**src/verilog/spi_port_pkg.sv**
```systemverilog
package spi_port_pkg;

    // ------------------------------------------------------------
    // register indices, byte address is four times the index
    // ------------------------------------------------------------
    localparam int unsigned PADDR_W   = 8;
    localparam logic [5:0]  IDX_CTL   = 6'h00;
    localparam logic [5:0]  IDX_RATE  = 6'h06;
    localparam logic [5:0]  IDX_STAT  = 6'h0A;
    localparam logic [5:0]  IDX_RXBUF = 6'h0C;
    localparam logic [5:0]  IDX_TXBUF = 6'h0E;
    localparam logic [5:0]  IDX_IE    = 6'h1A;
    localparam logic [5:0]  IDX_IFG   = 6'h1C;
    localparam logic [5:0]  IDX_IV    = 6'h1E;

    // ------------------------------------------------------------
    // field positions
    // ------------------------------------------------------------
    localparam int unsigned CTL_SOFT_RESET_BIT = 0;
    localparam int unsigned CTL_STE_MODE_BIT   = 1;
    localparam int unsigned CTL_MODE_LSB       = 9;
    localparam int unsigned CTL_MASTER_BIT     = 11;
    localparam int unsigned CTL_SEVEN_BIT      = 12;
    localparam int unsigned STAT_LOOPBACK_BIT  = 7;
    localparam int unsigned STAT_CONFLICT_BIT  = 6;
    localparam int unsigned STAT_OVERRUN_BIT   = 5;
    localparam int unsigned STAT_SPARE_LSB     = 1;
    localparam int unsigned IFG_RX_BIT         = 0;
    localparam int unsigned IFG_TX_BIT         = 1;

    // ------------------------------------------------------------
    // reset values, masks and codes
    // ------------------------------------------------------------
    localparam logic [15:0] CTL_RESET      = 16'h0001;
    localparam logic [15:0] CTL_WRITE_MASK = 16'hFFC3;
    localparam logic [15:0] RATE_RESET     = 16'h0000;
    localparam logic [1:0]  IE_RESET       = 2'h0;
    localparam logic [1:0]  IFG_RESET      = 2'h2;
    localparam logic [15:0] IV_NONE        = 16'h0000;
    localparam logic [15:0] IV_RX          = 16'h0002;
    localparam logic [15:0] IV_TX          = 16'h0004;
    localparam logic [1:0]  MODE_3PIN      = 2'h0;
    localparam logic [1:0]  MODE_4PIN_HIGH = 2'h1;
    localparam logic [1:0]  MODE_4PIN_LOW  = 2'h2;
    localparam logic [3:0]  CHAR_LAST_8    = 4'h7;
    localparam logic [3:0]  CHAR_LAST_7    = 4'h6;

endpackage

```
**src/verilog/spi_port.sv**
```systemverilog
`timescale 1ns/1ps
module spi_port (
    input  wire logic        i_clk,
    input  wire logic        i_rst_b,
    input  wire logic        i_psel,
    input  wire logic        i_penable,
    input  wire logic        i_pwrite,
    input  wire logic [7:0]  i_paddr,
    input  wire logic [31:0] i_pwdata,
    output logic [31:0]      o_prdata,
    output logic             o_pready,
    output logic             o_pslverr,
    input  wire logic        i_sclk,
    input  wire logic        i_data_in,
    input  wire logic        i_ste,
    output logic             o_sclk,
    output logic             o_sclk_oe,
    output logic             o_data_out,
    output logic             o_data_oe,
    output logic             o_transfer_active,
    output logic             o_irq_request
);

    // ------------------------------------------------------------
    // state
    // ------------------------------------------------------------
    typedef enum logic {
        XFER_IDLE,
        XFER_SHIFT
    } xfer_state_t;

    typedef struct packed {
        logic [15:0] ctl;
        logic [15:0] bit_clock_divider;
        logic        loopback_enable;
        logic        bus_conflict_flag;
        logic        overrun_flag;
        logic [3:0]  stat_spare;
        logic [7:0]  rx_char;
        logic [7:0]  tx_char;
        logic        tx_loaded;
        logic [1:0]  irq_en;
        logic [1:0]  irq_flag;
        xfer_state_t xfer;
        logic [7:0]  tx_shift;
        logic [7:0]  rx_shift;
        logic [3:0]  bit_cnt;
        logic [15:0] div_cnt;
        logic        bit_clk;
        logic        sclk_s1;
        logic        sclk_s2;
        logic        sclk_s3;
        logic        din_s1;
        logic        din_s2;
        logic        ste_s1;
        logic        ste_s2;
        logic        pready;
        logic        pslverr;
        logic [31:0] prdata;
        logic        sclk_out;
        logic        sclk_oe;
        logic        dout;
        logic        dout_oe;
        logic        busy;
        logic        irq;
    } port_state_t;

    localparam port_state_t ST_RESET = '{
        ctl:               spi_port_pkg::CTL_RESET,
        bit_clock_divider: spi_port_pkg::RATE_RESET,
        irq_en:            spi_port_pkg::IE_RESET,
        irq_flag:          spi_port_pkg::IFG_RESET,
        xfer:              XFER_IDLE,
        default:           '0
    };

    port_state_t st_reg;
    port_state_t st_next;

    // ------------------------------------------------------------
    // decode helpers
    // ------------------------------------------------------------
    function automatic logic reg_hit(input logic [7:0] addr, input logic [5:0] idx);
        reg_hit = (addr[1:0] == 2'h0) && (addr[7:2] == idx);
    endfunction

    function automatic logic reg_mapped(input logic [7:0] addr);
        reg_mapped = reg_hit(addr, spi_port_pkg::IDX_CTL)   || reg_hit(addr, spi_port_pkg::IDX_RATE)
                  || reg_hit(addr, spi_port_pkg::IDX_STAT)  || reg_hit(addr, spi_port_pkg::IDX_RXBUF)
                  || reg_hit(addr, spi_port_pkg::IDX_TXBUF) || reg_hit(addr, spi_port_pkg::IDX_IE)
                  || reg_hit(addr, spi_port_pkg::IDX_IFG)   || reg_hit(addr, spi_port_pkg::IDX_IV);
    endfunction

    logic        soft_hold;
    logic        seven_bit_select;
    logic        master;
    logic [1:0]  port_mode;
    logic        four_pin;
    logic        ste_active;
    logic        slave_en;
    logic        conflict_now;
    logic [15:0] period_m1;
    logic        tick;
    logic        shifting;
    logic        edge_rise;
    logic        edge_fall;
    logic        rx_in;
    logic [3:0]  char_last;
    logic        acc_done;
    logic        wr;
    logic        rd;
    logic [1:0]  pending;
    logic [15:0] iv_code;
    logic [15:0] rd_val;
    logic [7:0]  rx_sampled;

    assign soft_hold        = st_reg.ctl[spi_port_pkg::CTL_SOFT_RESET_BIT];
    assign seven_bit_select = st_reg.ctl[spi_port_pkg::CTL_SEVEN_BIT];
    assign master           = st_reg.ctl[spi_port_pkg::CTL_MASTER_BIT];
    assign port_mode        = st_reg.ctl[spi_port_pkg::CTL_MODE_LSB +: 2];
    assign four_pin         = (port_mode == spi_port_pkg::MODE_4PIN_HIGH)
                           || (port_mode == spi_port_pkg::MODE_4PIN_LOW);
    assign ste_active       = (port_mode == spi_port_pkg::MODE_4PIN_HIGH) ? st_reg.ste_s2 : ~st_reg.ste_s2;
    assign slave_en         = ~master & ~soft_hold & (~four_pin | ste_active);
    // another master holding the select line while we drive the bus
    assign conflict_now     = master & four_pin & ~st_reg.ctl[spi_port_pkg::CTL_STE_MODE_BIT]
                           & ste_active & ~soft_hold;
    assign period_m1        = (st_reg.bit_clock_divider == 16'h0000) ? 16'h0000
                           : st_reg.bit_clock_divider - 16'h0001;
    assign tick             = (st_reg.div_cnt == period_m1);
    assign shifting         = (st_reg.xfer == XFER_SHIFT);
    assign edge_rise        = master ? (shifting & tick & ~st_reg.bit_clk)
                                     : (slave_en & st_reg.sclk_s2 & ~st_reg.sclk_s3);
    assign edge_fall        = master ? (shifting & tick & st_reg.bit_clk)
                                     : (slave_en & shifting & ~st_reg.sclk_s2 & st_reg.sclk_s3);
    assign rx_in            = st_reg.loopback_enable ? st_reg.tx_shift[7] : st_reg.din_s2;
    assign rx_sampled       = {st_reg.rx_shift[6:0], rx_in};
    assign char_last        = seven_bit_select ? spi_port_pkg::CHAR_LAST_7 : spi_port_pkg::CHAR_LAST_8;
    assign acc_done         = i_psel & i_penable & st_reg.pready;
    assign wr               = acc_done & i_pwrite;
    assign rd               = acc_done & ~i_pwrite;
    assign pending          = st_reg.irq_flag & st_reg.irq_en;
    assign iv_code          = pending[spi_port_pkg::IFG_RX_BIT] ? spi_port_pkg::IV_RX
                           : (pending[spi_port_pkg::IFG_TX_BIT] ? spi_port_pkg::IV_TX
                           : spi_port_pkg::IV_NONE);

    // ------------------------------------------------------------
    // next state
    // ------------------------------------------------------------
    always_comb begin
        st_next = st_reg;

        st_next.sclk_s1 = i_sclk;
        st_next.sclk_s2 = st_reg.sclk_s1;
        st_next.sclk_s3 = st_reg.sclk_s2;
        st_next.din_s1  = i_data_in;
        st_next.din_s2  = st_reg.din_s1;
        st_next.ste_s1  = i_ste;
        st_next.ste_s2  = st_reg.ste_s1;

        // read mux
        rd_val = 16'h0000;
        if (reg_hit(i_paddr, spi_port_pkg::IDX_CTL)) begin
            rd_val = st_reg.ctl;
        end else if (reg_hit(i_paddr, spi_port_pkg::IDX_RATE)) begin
            rd_val = st_reg.bit_clock_divider;
        end else if (reg_hit(i_paddr, spi_port_pkg::IDX_STAT)) begin
            rd_val = {8'h00, st_reg.loopback_enable, st_reg.bus_conflict_flag, st_reg.overrun_flag,
                      st_reg.stat_spare, st_reg.busy};
        end else if (reg_hit(i_paddr, spi_port_pkg::IDX_RXBUF)) begin
            rd_val = {8'h00, st_reg.rx_char};
        end else if (reg_hit(i_paddr, spi_port_pkg::IDX_TXBUF)) begin
            rd_val = {8'h00, st_reg.tx_char};
        end else if (reg_hit(i_paddr, spi_port_pkg::IDX_IE)) begin
            rd_val = {14'h0000, st_reg.irq_en};
        end else if (reg_hit(i_paddr, spi_port_pkg::IDX_IFG)) begin
            rd_val = {14'h0000, st_reg.irq_flag};
        end else if (reg_hit(i_paddr, spi_port_pkg::IDX_IV)) begin
            rd_val = iv_code;
        end

        // bus answer one cycle into the access phase
        st_next.pready  = i_psel & i_penable & ~st_reg.pready;
        st_next.prdata  = st_next.pready ? {16'h0000, rd_val} : 32'h0000_0000;
        st_next.pslverr = st_next.pready & ~reg_mapped(i_paddr);

        // software writes
        if (wr && reg_hit(i_paddr, spi_port_pkg::IDX_CTL)) begin
            if (soft_hold) begin
                st_next.ctl = i_pwdata[15:0] & spi_port_pkg::CTL_WRITE_MASK;
            end else begin
                st_next.ctl[spi_port_pkg::CTL_SOFT_RESET_BIT] = i_pwdata[spi_port_pkg::CTL_SOFT_RESET_BIT];
            end
        end
        if (wr && soft_hold && reg_hit(i_paddr, spi_port_pkg::IDX_RATE)) begin
            st_next.bit_clock_divider = i_pwdata[15:0];
        end
        if (wr && soft_hold && reg_hit(i_paddr, spi_port_pkg::IDX_STAT)) begin
            st_next.loopback_enable   = i_pwdata[spi_port_pkg::STAT_LOOPBACK_BIT];
            st_next.bus_conflict_flag = i_pwdata[spi_port_pkg::STAT_CONFLICT_BIT];
            st_next.overrun_flag      = i_pwdata[spi_port_pkg::STAT_OVERRUN_BIT];
            st_next.stat_spare        = i_pwdata[spi_port_pkg::STAT_SPARE_LSB +: 4];
        end
        if (wr && reg_hit(i_paddr, spi_port_pkg::IDX_IE)) begin
            st_next.irq_en = i_pwdata[1:0];
        end
        if (wr && reg_hit(i_paddr, spi_port_pkg::IDX_IFG)) begin
            st_next.irq_flag = i_pwdata[1:0];
        end
        if (wr && reg_hit(i_paddr, spi_port_pkg::IDX_TXBUF)) begin
            st_next.tx_char   = seven_bit_select ? {1'b0, i_pwdata[6:0]} : i_pwdata[7:0];
            st_next.tx_loaded = 1'b1;
            st_next.irq_flag[spi_port_pkg::IFG_TX_BIT] = 1'b0;
        end

        // access side effects: RXBUF on reads, IV on any access
        if (rd && reg_hit(i_paddr, spi_port_pkg::IDX_RXBUF)) begin
            st_next.overrun_flag      = 1'b0;
            st_next.bus_conflict_flag = 1'b0;
            st_next.irq_flag[spi_port_pkg::IFG_RX_BIT] = 1'b0;
        end
        if (acc_done && reg_hit(i_paddr, spi_port_pkg::IDX_IV)) begin
            if (pending[spi_port_pkg::IFG_RX_BIT]) begin
                st_next.irq_flag[spi_port_pkg::IFG_RX_BIT] = 1'b0;
            end else if (pending[spi_port_pkg::IFG_TX_BIT]) begin
                st_next.irq_flag[spi_port_pkg::IFG_TX_BIT] = 1'b0;
            end
        end

        // shift engine; flag sets come after the clears so a set wins
        if (master && !shifting) begin
            st_next.div_cnt = 16'h0000;
            st_next.bit_clk = 1'b0;
        end else if (master) begin
            st_next.div_cnt = tick ? 16'h0000 : st_reg.div_cnt + 16'h0001;
        end
        // a write in the load cycle replaces the queued char, so it is never lost
        if (!shifting && st_reg.bit_cnt == 4'h0 && st_reg.tx_loaded && (master || !edge_rise)
            && !(wr && reg_hit(i_paddr, spi_port_pkg::IDX_TXBUF))) begin
            st_next.tx_shift  = seven_bit_select ? {st_reg.tx_char[6:0], 1'b0} : st_reg.tx_char;
            st_next.tx_loaded = 1'b0;
            st_next.irq_flag[spi_port_pkg::IFG_TX_BIT] = 1'b1;
            if (master) begin
                st_next.xfer = XFER_SHIFT;
            end
        end
        if (edge_rise) begin
            st_next.bit_clk  = 1'b1;
            st_next.rx_shift = rx_sampled;
            st_next.xfer     = XFER_SHIFT;
        end
        if (edge_fall) begin
            st_next.bit_clk = 1'b0;
            if (st_reg.bit_cnt == char_last) begin
                st_next.xfer    = XFER_IDLE;
                st_next.bit_cnt = 4'h0;
                st_next.rx_char = seven_bit_select ? {1'b0, st_reg.rx_shift[6:0]}
                                                   : st_reg.rx_shift;
                if (st_next.irq_flag[spi_port_pkg::IFG_RX_BIT]) begin
                    st_next.overrun_flag = 1'b1;
                end
                st_next.irq_flag[spi_port_pkg::IFG_RX_BIT] = 1'b1;
            end else begin
                st_next.tx_shift = {st_reg.tx_shift[6:0], 1'b0};
                st_next.bit_cnt  = st_reg.bit_cnt + 4'h1;
            end
        end
        // deselected slave drops a partial character
        if (!master && !slave_en) begin
            st_next.xfer    = XFER_IDLE;
            st_next.bit_cnt = 4'h0;
        end
        if (conflict_now) begin
            st_next.bus_conflict_flag = 1'b1;
        end

        // hold bit parks the port logic
        if (st_next.ctl[spi_port_pkg::CTL_SOFT_RESET_BIT]) begin
            st_next.xfer      = XFER_IDLE;
            st_next.bit_cnt   = 4'h0;
            st_next.div_cnt   = 16'h0000;
            st_next.bit_clk   = 1'b0;
            st_next.tx_loaded = 1'b0;
            st_next.irq_flag  = spi_port_pkg::IFG_RESET;
        end

        // registered outputs
        st_next.busy     = (st_next.xfer == XFER_SHIFT);
        st_next.irq      = |(st_next.irq_flag & st_next.irq_en);
        st_next.sclk_out = st_next.bit_clk & master;
        st_next.sclk_oe  = master & ~st_next.ctl[spi_port_pkg::CTL_SOFT_RESET_BIT];
        st_next.dout     = st_next.tx_shift[7];
        st_next.dout_oe  = ~st_next.ctl[spi_port_pkg::CTL_SOFT_RESET_BIT] & (master | slave_en);
    end

    // ------------------------------------------------------------
    // registers
    // ------------------------------------------------------------
    always_ff @(posedge i_clk or negedge i_rst_b) begin
        if (!i_rst_b) begin
            st_reg <= ST_RESET;
        end else begin
            st_reg <= st_next;
        end
    end

    assign o_prdata          = st_reg.prdata;
    assign o_pready          = st_reg.pready;
    assign o_pslverr         = st_reg.pslverr;
    assign o_sclk            = st_reg.sclk_out;
    assign o_sclk_oe         = st_reg.sclk_oe;
    assign o_data_out        = st_reg.dout;
    assign o_data_oe         = st_reg.dout_oe;
    assign o_transfer_active = st_reg.busy;
    assign o_irq_request     = st_reg.irq;

endmodule // spi_port

```
**config.mk**
```make
export PLATFORM = sky130hd
export DESIGN_NAME = spi_port
export DESIGN_NICKNAME = d
export VERILOG_FILES = /design/src/verilog/spi_port_pkg.sv /design/src/verilog/spi_port.sv
export SDC_FILE = /design/constraint.sdc
export NUM_CORES = 1
export LEC_CHECK = 0
export BUFFER_PORTS_ARGS = -buffer_cell sky130_fd_sc_hd__buf_2
export CORE_MARGIN = 3
export CORE_UTILIZATION = 63
export CTS_CLUSTER_SIZE = 25
export DETAILED_ROUTE_END_ITERATION = 10
export PLACE_DENSITY = 0.86
export SLEW_MARGIN = 5
export SYNTH_ARGS = -nofsm -noshare
export SYNTH_HDL_FRONTEND = slang
export SYNTH_SLANG_ARGS = --single-unit
```
**constraint.sdc**
```tcl
create_clock -name i_clk -period 5.7 [get_ports i_clk]
set_input_delay 0.57 -clock i_clk [delete_from_list [all_inputs] [get_ports i_clk]]
set_output_delay 0.57 -clock i_clk [all_outputs]
set_load 0.02 [all_outputs]
```
==> results.yml, run 1 <==
outcome:
  status: "finished clean"
sta:
  fin_tns_setup_ps: 0
  worst_pin_slew_ps: 1100
  fin_ws_ps: 1460
  relSlewSlack_pct: 26.4
  setup_violations: 0
  fin_skew_ps: 10.5
  rsz0062_at_grt: "no"
  hold_viol_final: 0
  period_minus_slack_ps: 4240
  max_freq_mhz: 236
  drv_slew: 0
  fin_crit_sh_pct: 74.4
worst_setup_path:
  reg2reg_from: "st_reg[113]"
  cp.required_ps: 6100
  critical_path_class: "reg -> reg"
  start_kind: "flip-flop"
  cp_data_arrival_time_ps: 4640
  cp_max_fo: 10
  r2r-end: "st_reg[75]"
  reg2reg_depth: 10
  r2r_slack_ps: 1460
  end_kind: "flip-flop"
logic_synthesis:
  synthDominantCellAreaShare_pct: 44.0
  syn-cell-area_sq_um: 6880
  async_reset_ff_share_pct: 100
  yosysTopAreaCell: "dfrtp_1"
  seq_area_frac_synth_pct: 44.8
  synth_edf_count: 0
  synth.distinct_cells: 81
  synth_warnings: 0
  synth_cells: 653
  synthFlopType: "dfrtp_1"
  synth.area.top_cells: "dfrtp_1 (44%), mux2_2 (7.2%), buf_4 (3.7%), mux2i_1 (3.5%), mux2_4 (2.8%)"
  syn_avg_cell_area_sq_um: 10.5
  synth_seq_cells: 123
route:
  num_vias: 5324
  via_per_inst: 6.41
  wl_mm: 16.6
  drtAntennaViolNets: 0
  drtIter0Drc: 516
  drc_errors: 0
  drt-wirelength-per-cell_um: 20.0
  first_pass_iters: 5
grt:
  grt_pass1_vias: 5380
  antenna_found_initial: 0
  grt_max_degree: 79
  grt_first_pass_wirelength_mm: 27.4
  grt_usage_pct: 28.0
  grt-ovfl-total: 0
die:
  chipWidth_um: 111
  rows: 37
  core_area_sq_um: 10500
  boundaryPins: 88
  die_y_um: 111
  die_area_sq_um: 12200
  start_util_pct: 65.8
clock_tree:
  cts_tree: "built"
  ctsHoldBuffers: 0
  clk_path_buf_depth: 2
  cts.sinks: 123
  clk_latency_ps: 530
  clk_pin_slew_ps: 60
  post_cts_resized: 0
  cts-root-buf: "clkbuf_8"
  postCtsSetupRepairBufs: 0
  cts-buffers-inserted: 17
  cts-htree-levels: 4
finish:
  largest_reg_flops: 83
  layout.nets: 735
  syn_to_final_growth_pct: 10.8
  drive_gt1_share_pct: 25.6
  n_antenna_cell: 0
worst_hold_path:
  hp-class: "in -> reg"
  holdPathStages: 1
  hp-start: "i_sclk"
  hold_end: "st_next[45]"
pwr:
  finalPower_w: 0.00206
  peakVddDrop_uv: 259
  leakage_nw: 3.41
  p_per_area_nw_per_um2: 270
job:
  drv_cap: 0
placement:
  pre_cts_ws_ps: 1480
  dp_hpwl_mm: 11.6
  port_buffers: 55
  gp_congestion: 0.913
-- area by class of cell --
type,count,area [sq um]
clock buffers,24,490
clock inverters,8,130
fillers,733,2840
inverters,24,90.1
multi-input cells,454,3340
flip-flops and latches,123,3080
well taps,136,170
repair buffers,61,323
-- cells in the final DEF, fill, tap and decap left out, types with 7 or more instances in the layout --
cell type,count
a21oi_1,25
a22oi_1,14
a31oi_1,13
and3_1,15
buf_2,54
buf_4,7
clkbuf_16,16
conb_1,16
dfrtp_1,121
inv_1,24
mux2_2,44
mux2_4,13
mux2i_1,24
nand2_1,36
nand3_1,32
nand4_1,7
nor2_1,43
nor3_1,10
o21ai_0,18
xnor2_1,10
-- cell usage after synthesis (all sizes together), types with 14 or more instances --
library cell  number
nand2             36
buf               44
nand3             32
dfrtp            121
and3              15
clkbuf            23
a21oi             25
mux2i             24
o21ai             18
mux2              61
nor2              43
inv               24
a22oi             14
-- per-stage QoR --
step	util (%)	area (sq um)	std cells	hold WS (ps)
finish	72.9	7620	830	148
global route	72.9	7620	830	129
CTS	72.9	7620	830	128
detailed placement	66.9	7000	798	336
global placement	66.9	7000	798	333
floorplan	-	6940	668	274
-- power by group --
group	internal [W]	leakage [nW]	switching, W
logic	0.0000153	1.51	0.0000470
clock network	0.000727	0.294	0.000387
registers	0.000879	1.61	0.00000369
total	0.00162	3.41	0.000438
-- kinds of logic (layout without fill, tap and decap cells) --
group	after synthesis	in the layout	share of synthesized area [%]
xor gates and xnor gates	16	16	2.04
and+or+nand+nor	206	206	17.1
DFF	123	123	44.8
buffers and inverters	91	117	7.71
muxes	85	85	14.2
adders and majority gates	6	6	1.09
other	1	16	0.0545
AOI/OAI and AO/OA	125	125	13.0
-- routing by layer --
layer  global-route usage (%)  vias up  wire length (um)
li1                         -     2418                 -
met1                     37.3     2647              7100
met2                     43.9      219              7890
met3                     6.74       40              1160
met4                     12.3        0               412
met5                        0        -                 0
-- worst max-delay path by stage --
stage          slack [ps]         from  depth (start not counted)            end
2_1_floorplan        2480  st_reg[113]                         11     o_data_out
3_3_place_gp         1610  st_reg[113]                         10  rx_sampled[1]
3_5_place_dp         1480  st_reg[113]                         10  rx_sampled[6]
4_1_cts              1460  st_reg[113]                         10     st_reg[75]
5_1_grt              1200  st_reg[113]                         10     st_reg[75]
6_report             1460  st_reg[113]                         10     st_reg[75]
-- worst max-delay path, cell delays in order (launching register included) --
cell,delay [ps]
dfrtp_1,440
inv_1,150
ha_1,180
nor4b_4,370
nand4_4,240
or4_4,470
a221o_1,310
a2111oi_2,480
o2111ai_1,210
o21bai_1,830
mux2_2,430
No activity file was read; power rests on OpenSTA's default activity.
==> run 2: changes to the inputs <==
--- a/config.mk
+++ b/config.mk
@@ -7,10 +7,10 @@
 export LEC_CHECK = 0
 export BUFFER_PORTS_ARGS = -buffer_cell sky130_fd_sc_hd__buf_2
 export CORE_MARGIN = 3
-export CORE_UTILIZATION = 63
+export CORE_UTILIZATION = 59
 export CTS_CLUSTER_SIZE = 25
 export DETAILED_ROUTE_END_ITERATION = 10
-export PLACE_DENSITY = 0.86
+export PLACE_DENSITY = 0.81
 export SLEW_MARGIN = 5
 export SYNTH_ARGS = -nofsm -noshare
 export SYNTH_HDL_FRONTEND = slang
==> constraint.sdc (replaced) <==
create_clock -name i_clk -period 4.22 [get_ports i_clk]
set_input_delay 0.422 -clock i_clk [delete_from_list [all_inputs] [get_ports i_clk]]
set_output_delay 0.422 -clock i_clk [all_outputs]
set_load 0.02 [all_outputs]
==> results.yml, run 2 (synthesis gave the netlist of run 1 again) <==
clock_tree:
  clk_path_buf_depth: 2
  clk_latency_ps: 420
  cts-htree-levels: 4
  cts.sinks: 123
  clk_pin_slew_ps: 60
  cts_tree: "built"
  cts-root-buf: "clkbuf_16"
  post_cts_resized: 0
  cts-buffers-inserted: 17
  postCtsSetupRepairBufs: 0
  ctsHoldBuffers: 0
grt:
  grt_first_pass_wirelength_mm: 27.5
  grt_usage_pct: 27.2
  antenna_found_initial: 0
  grt_pass1_vias: 5368
  grt_max_degree: 54
  grt-ovfl-total: 0
pwr:
  leakage_nw: 3.46
  finalPower_w: 0.00280
  p_per_area_nw_per_um2: 364
  peakVddDrop_uv: 303
worst_setup_path:
  cp_max_fo: 8
  path_cells: "inv_1 -> ha_1 -> nor4b_4 -> nand4_4 -> or4_4 -> a221o_1 -> a2111oi_2 -> o2111a_2 -> o21a_1 -> mux2_4"
  crit_family: "compound AO/OA/AOI/OAI gates"
  critical_path_class: "reg -> reg"
  max_stage_delay_ps: 500
  cp.required_ps: 4520
  end_kind: "flip-flop"
  reg2reg_depth: 10
  worstSetupPathDepth: 10
  start_kind: "flip-flop"
  crit_slowest_cell: "a2111oi_2"
  cp_num_buf_inv: 1
  cp_data_arrival_time_ps: 4200
finish:
  layout.nets: 744
  final_cell_mix: "dfrtp_1 (121), buf_2 (54), mux2_2 (44)"
  largest_reg_flops: 83
  fillers: 816
  syn_to_final_growth_pct: 11.8
  drive_gt1_share_pct: 26.9
  final_common_cell: "dfrtp_1"
  n_antenna_cell: 0
route:
  drtIter0Drc: 575
  drtAntennaViolNets: 0
  num_vias: 5385
  drt-wirelength-per-cell_um: 20.2
  drc_errors: 0
  via_per_inst: 6.39
  first_pass_iters: 5
  wl_mm: 17.0
worst_hold_path:
  hp-class: "in -> async"
die:
  chipWidth_um: 114
  die_area_sq_um: 13000
  die_y_um: 114
  boundaryPins: 88
  core_area_sq_um: 11100
  rows: 38
  start_util_pct: 61.9
placement:
  port_buffers: 55
  gp_congestion: 0.914
  dp_hpwl_mm: 11.7
sta:
  relSlewSlack_pct: 40.3
  fin_crit_sh_pct: 92.5
  rsz0062_at_grt: "no"
  max_freq_mhz: 256
  fin_tns_setup_ps: 0
  setup_violations: 0
  worst_pin_slew_ps: 895
  drv_slew: 0
  hold_viol_final: 0
  period_minus_slack_ps: 3900
  fin_skew_ps: 9.34
outcome:
  status: "finished clean"
job:
  drv_cap: 0
-- run 2: cell count changes in the layout (fill, tap and decap cells not counted), sizes merged --
cell / previous run / this run
buf: 61 / 70
inv: 25 / 26
clkinv: 1 / 5
clkbuf: 24 / 19
-- run 2: where the power goes --
group / leakage (nW) / total (W) / internal (W) / switching (W)
sequential: 1.61 / 0.00119 / 0.00119 / 0.00000464
combinational: 1.56 / 0.0000863 / 0.0000213 / 0.0000650
clock: 0.296 / 0.00152 / 0.000963 / 0.000560
total: 3.46 / 0.00280 / 0.00217 / 0.000630
-- run 2: worst paths after layout --
check                                     end         from  slack (ps)
worst max-delay path               st_reg[82]  st_reg[113]         320
worst min-delay path            rx_sampled[1]      i_rst_b          30
worst max register to register     st_reg[82]  st_reg[113]         320
worst min register to register     st_reg[42]  st_next[42]         350
max in group asynchronous          st_reg[40]      i_rst_b        3220
min in group i_clk                st_next[42]    i_data_in         100
-- run 2: area by class of cell --
type / instances / area, sq um / share of cell area, %
clock inverter: 13 / 166 / 2.16
inverter: 24 / 90.1 / 1.17
tap: 140 / 175 / 2.28
clock buffer: 19 / 453 / 5.89
sequential: 123 / 3080 / 40.0
multi-input combinational: 454 / 3340 / 43.4
timing repair buffer: 70 / 390 / 5.07
-- run 2: worst reg2reg max path, cell delays in order (launching register included) --
cell	delay (ps)
dfrtp_1	430
inv_1	150
ha_1	180
nor4b_4	380
nand4_4	230
or4_4	470
a221o_1	330
a2111oi_2	500
o2111a_2	340
o21a_1	430
mux2_4	350
-- run 2: layer usage --
metal | GRT usage [%] | vias to the layer above | routed length [um]
li1 | - | 2434 | -
met1 | 37.0 | 2656 | 7330
met2 | 42.4 | 256 | 8030
met3 | 7.00 | 39 | 1270
met4 | 9.58 | 0 | 373
met5 | 0 | - | 0
-- run 2: metrics by stage --
| stage | utilization (%) | worst slack, ps | hold WS [ps] | area [sq um] | std cells |
|---|---|---|---|---|---|
| floorplan | - | 995 | 126 | 6940 | 668 |
| global placement | 63.6 | 463 | 332 | 7080 | 811 |
| detailed placement | 63.6 | 388 | 335 | 7080 | 811 |
| CTS | 69.2 | 335 | 62.1 | 7690 | 843 |
| global route | 69.2 | 186 | 87.1 | 7690 | 843 |
| finish | 69.2 | 315 | 32.5 | 7690 | 843 |
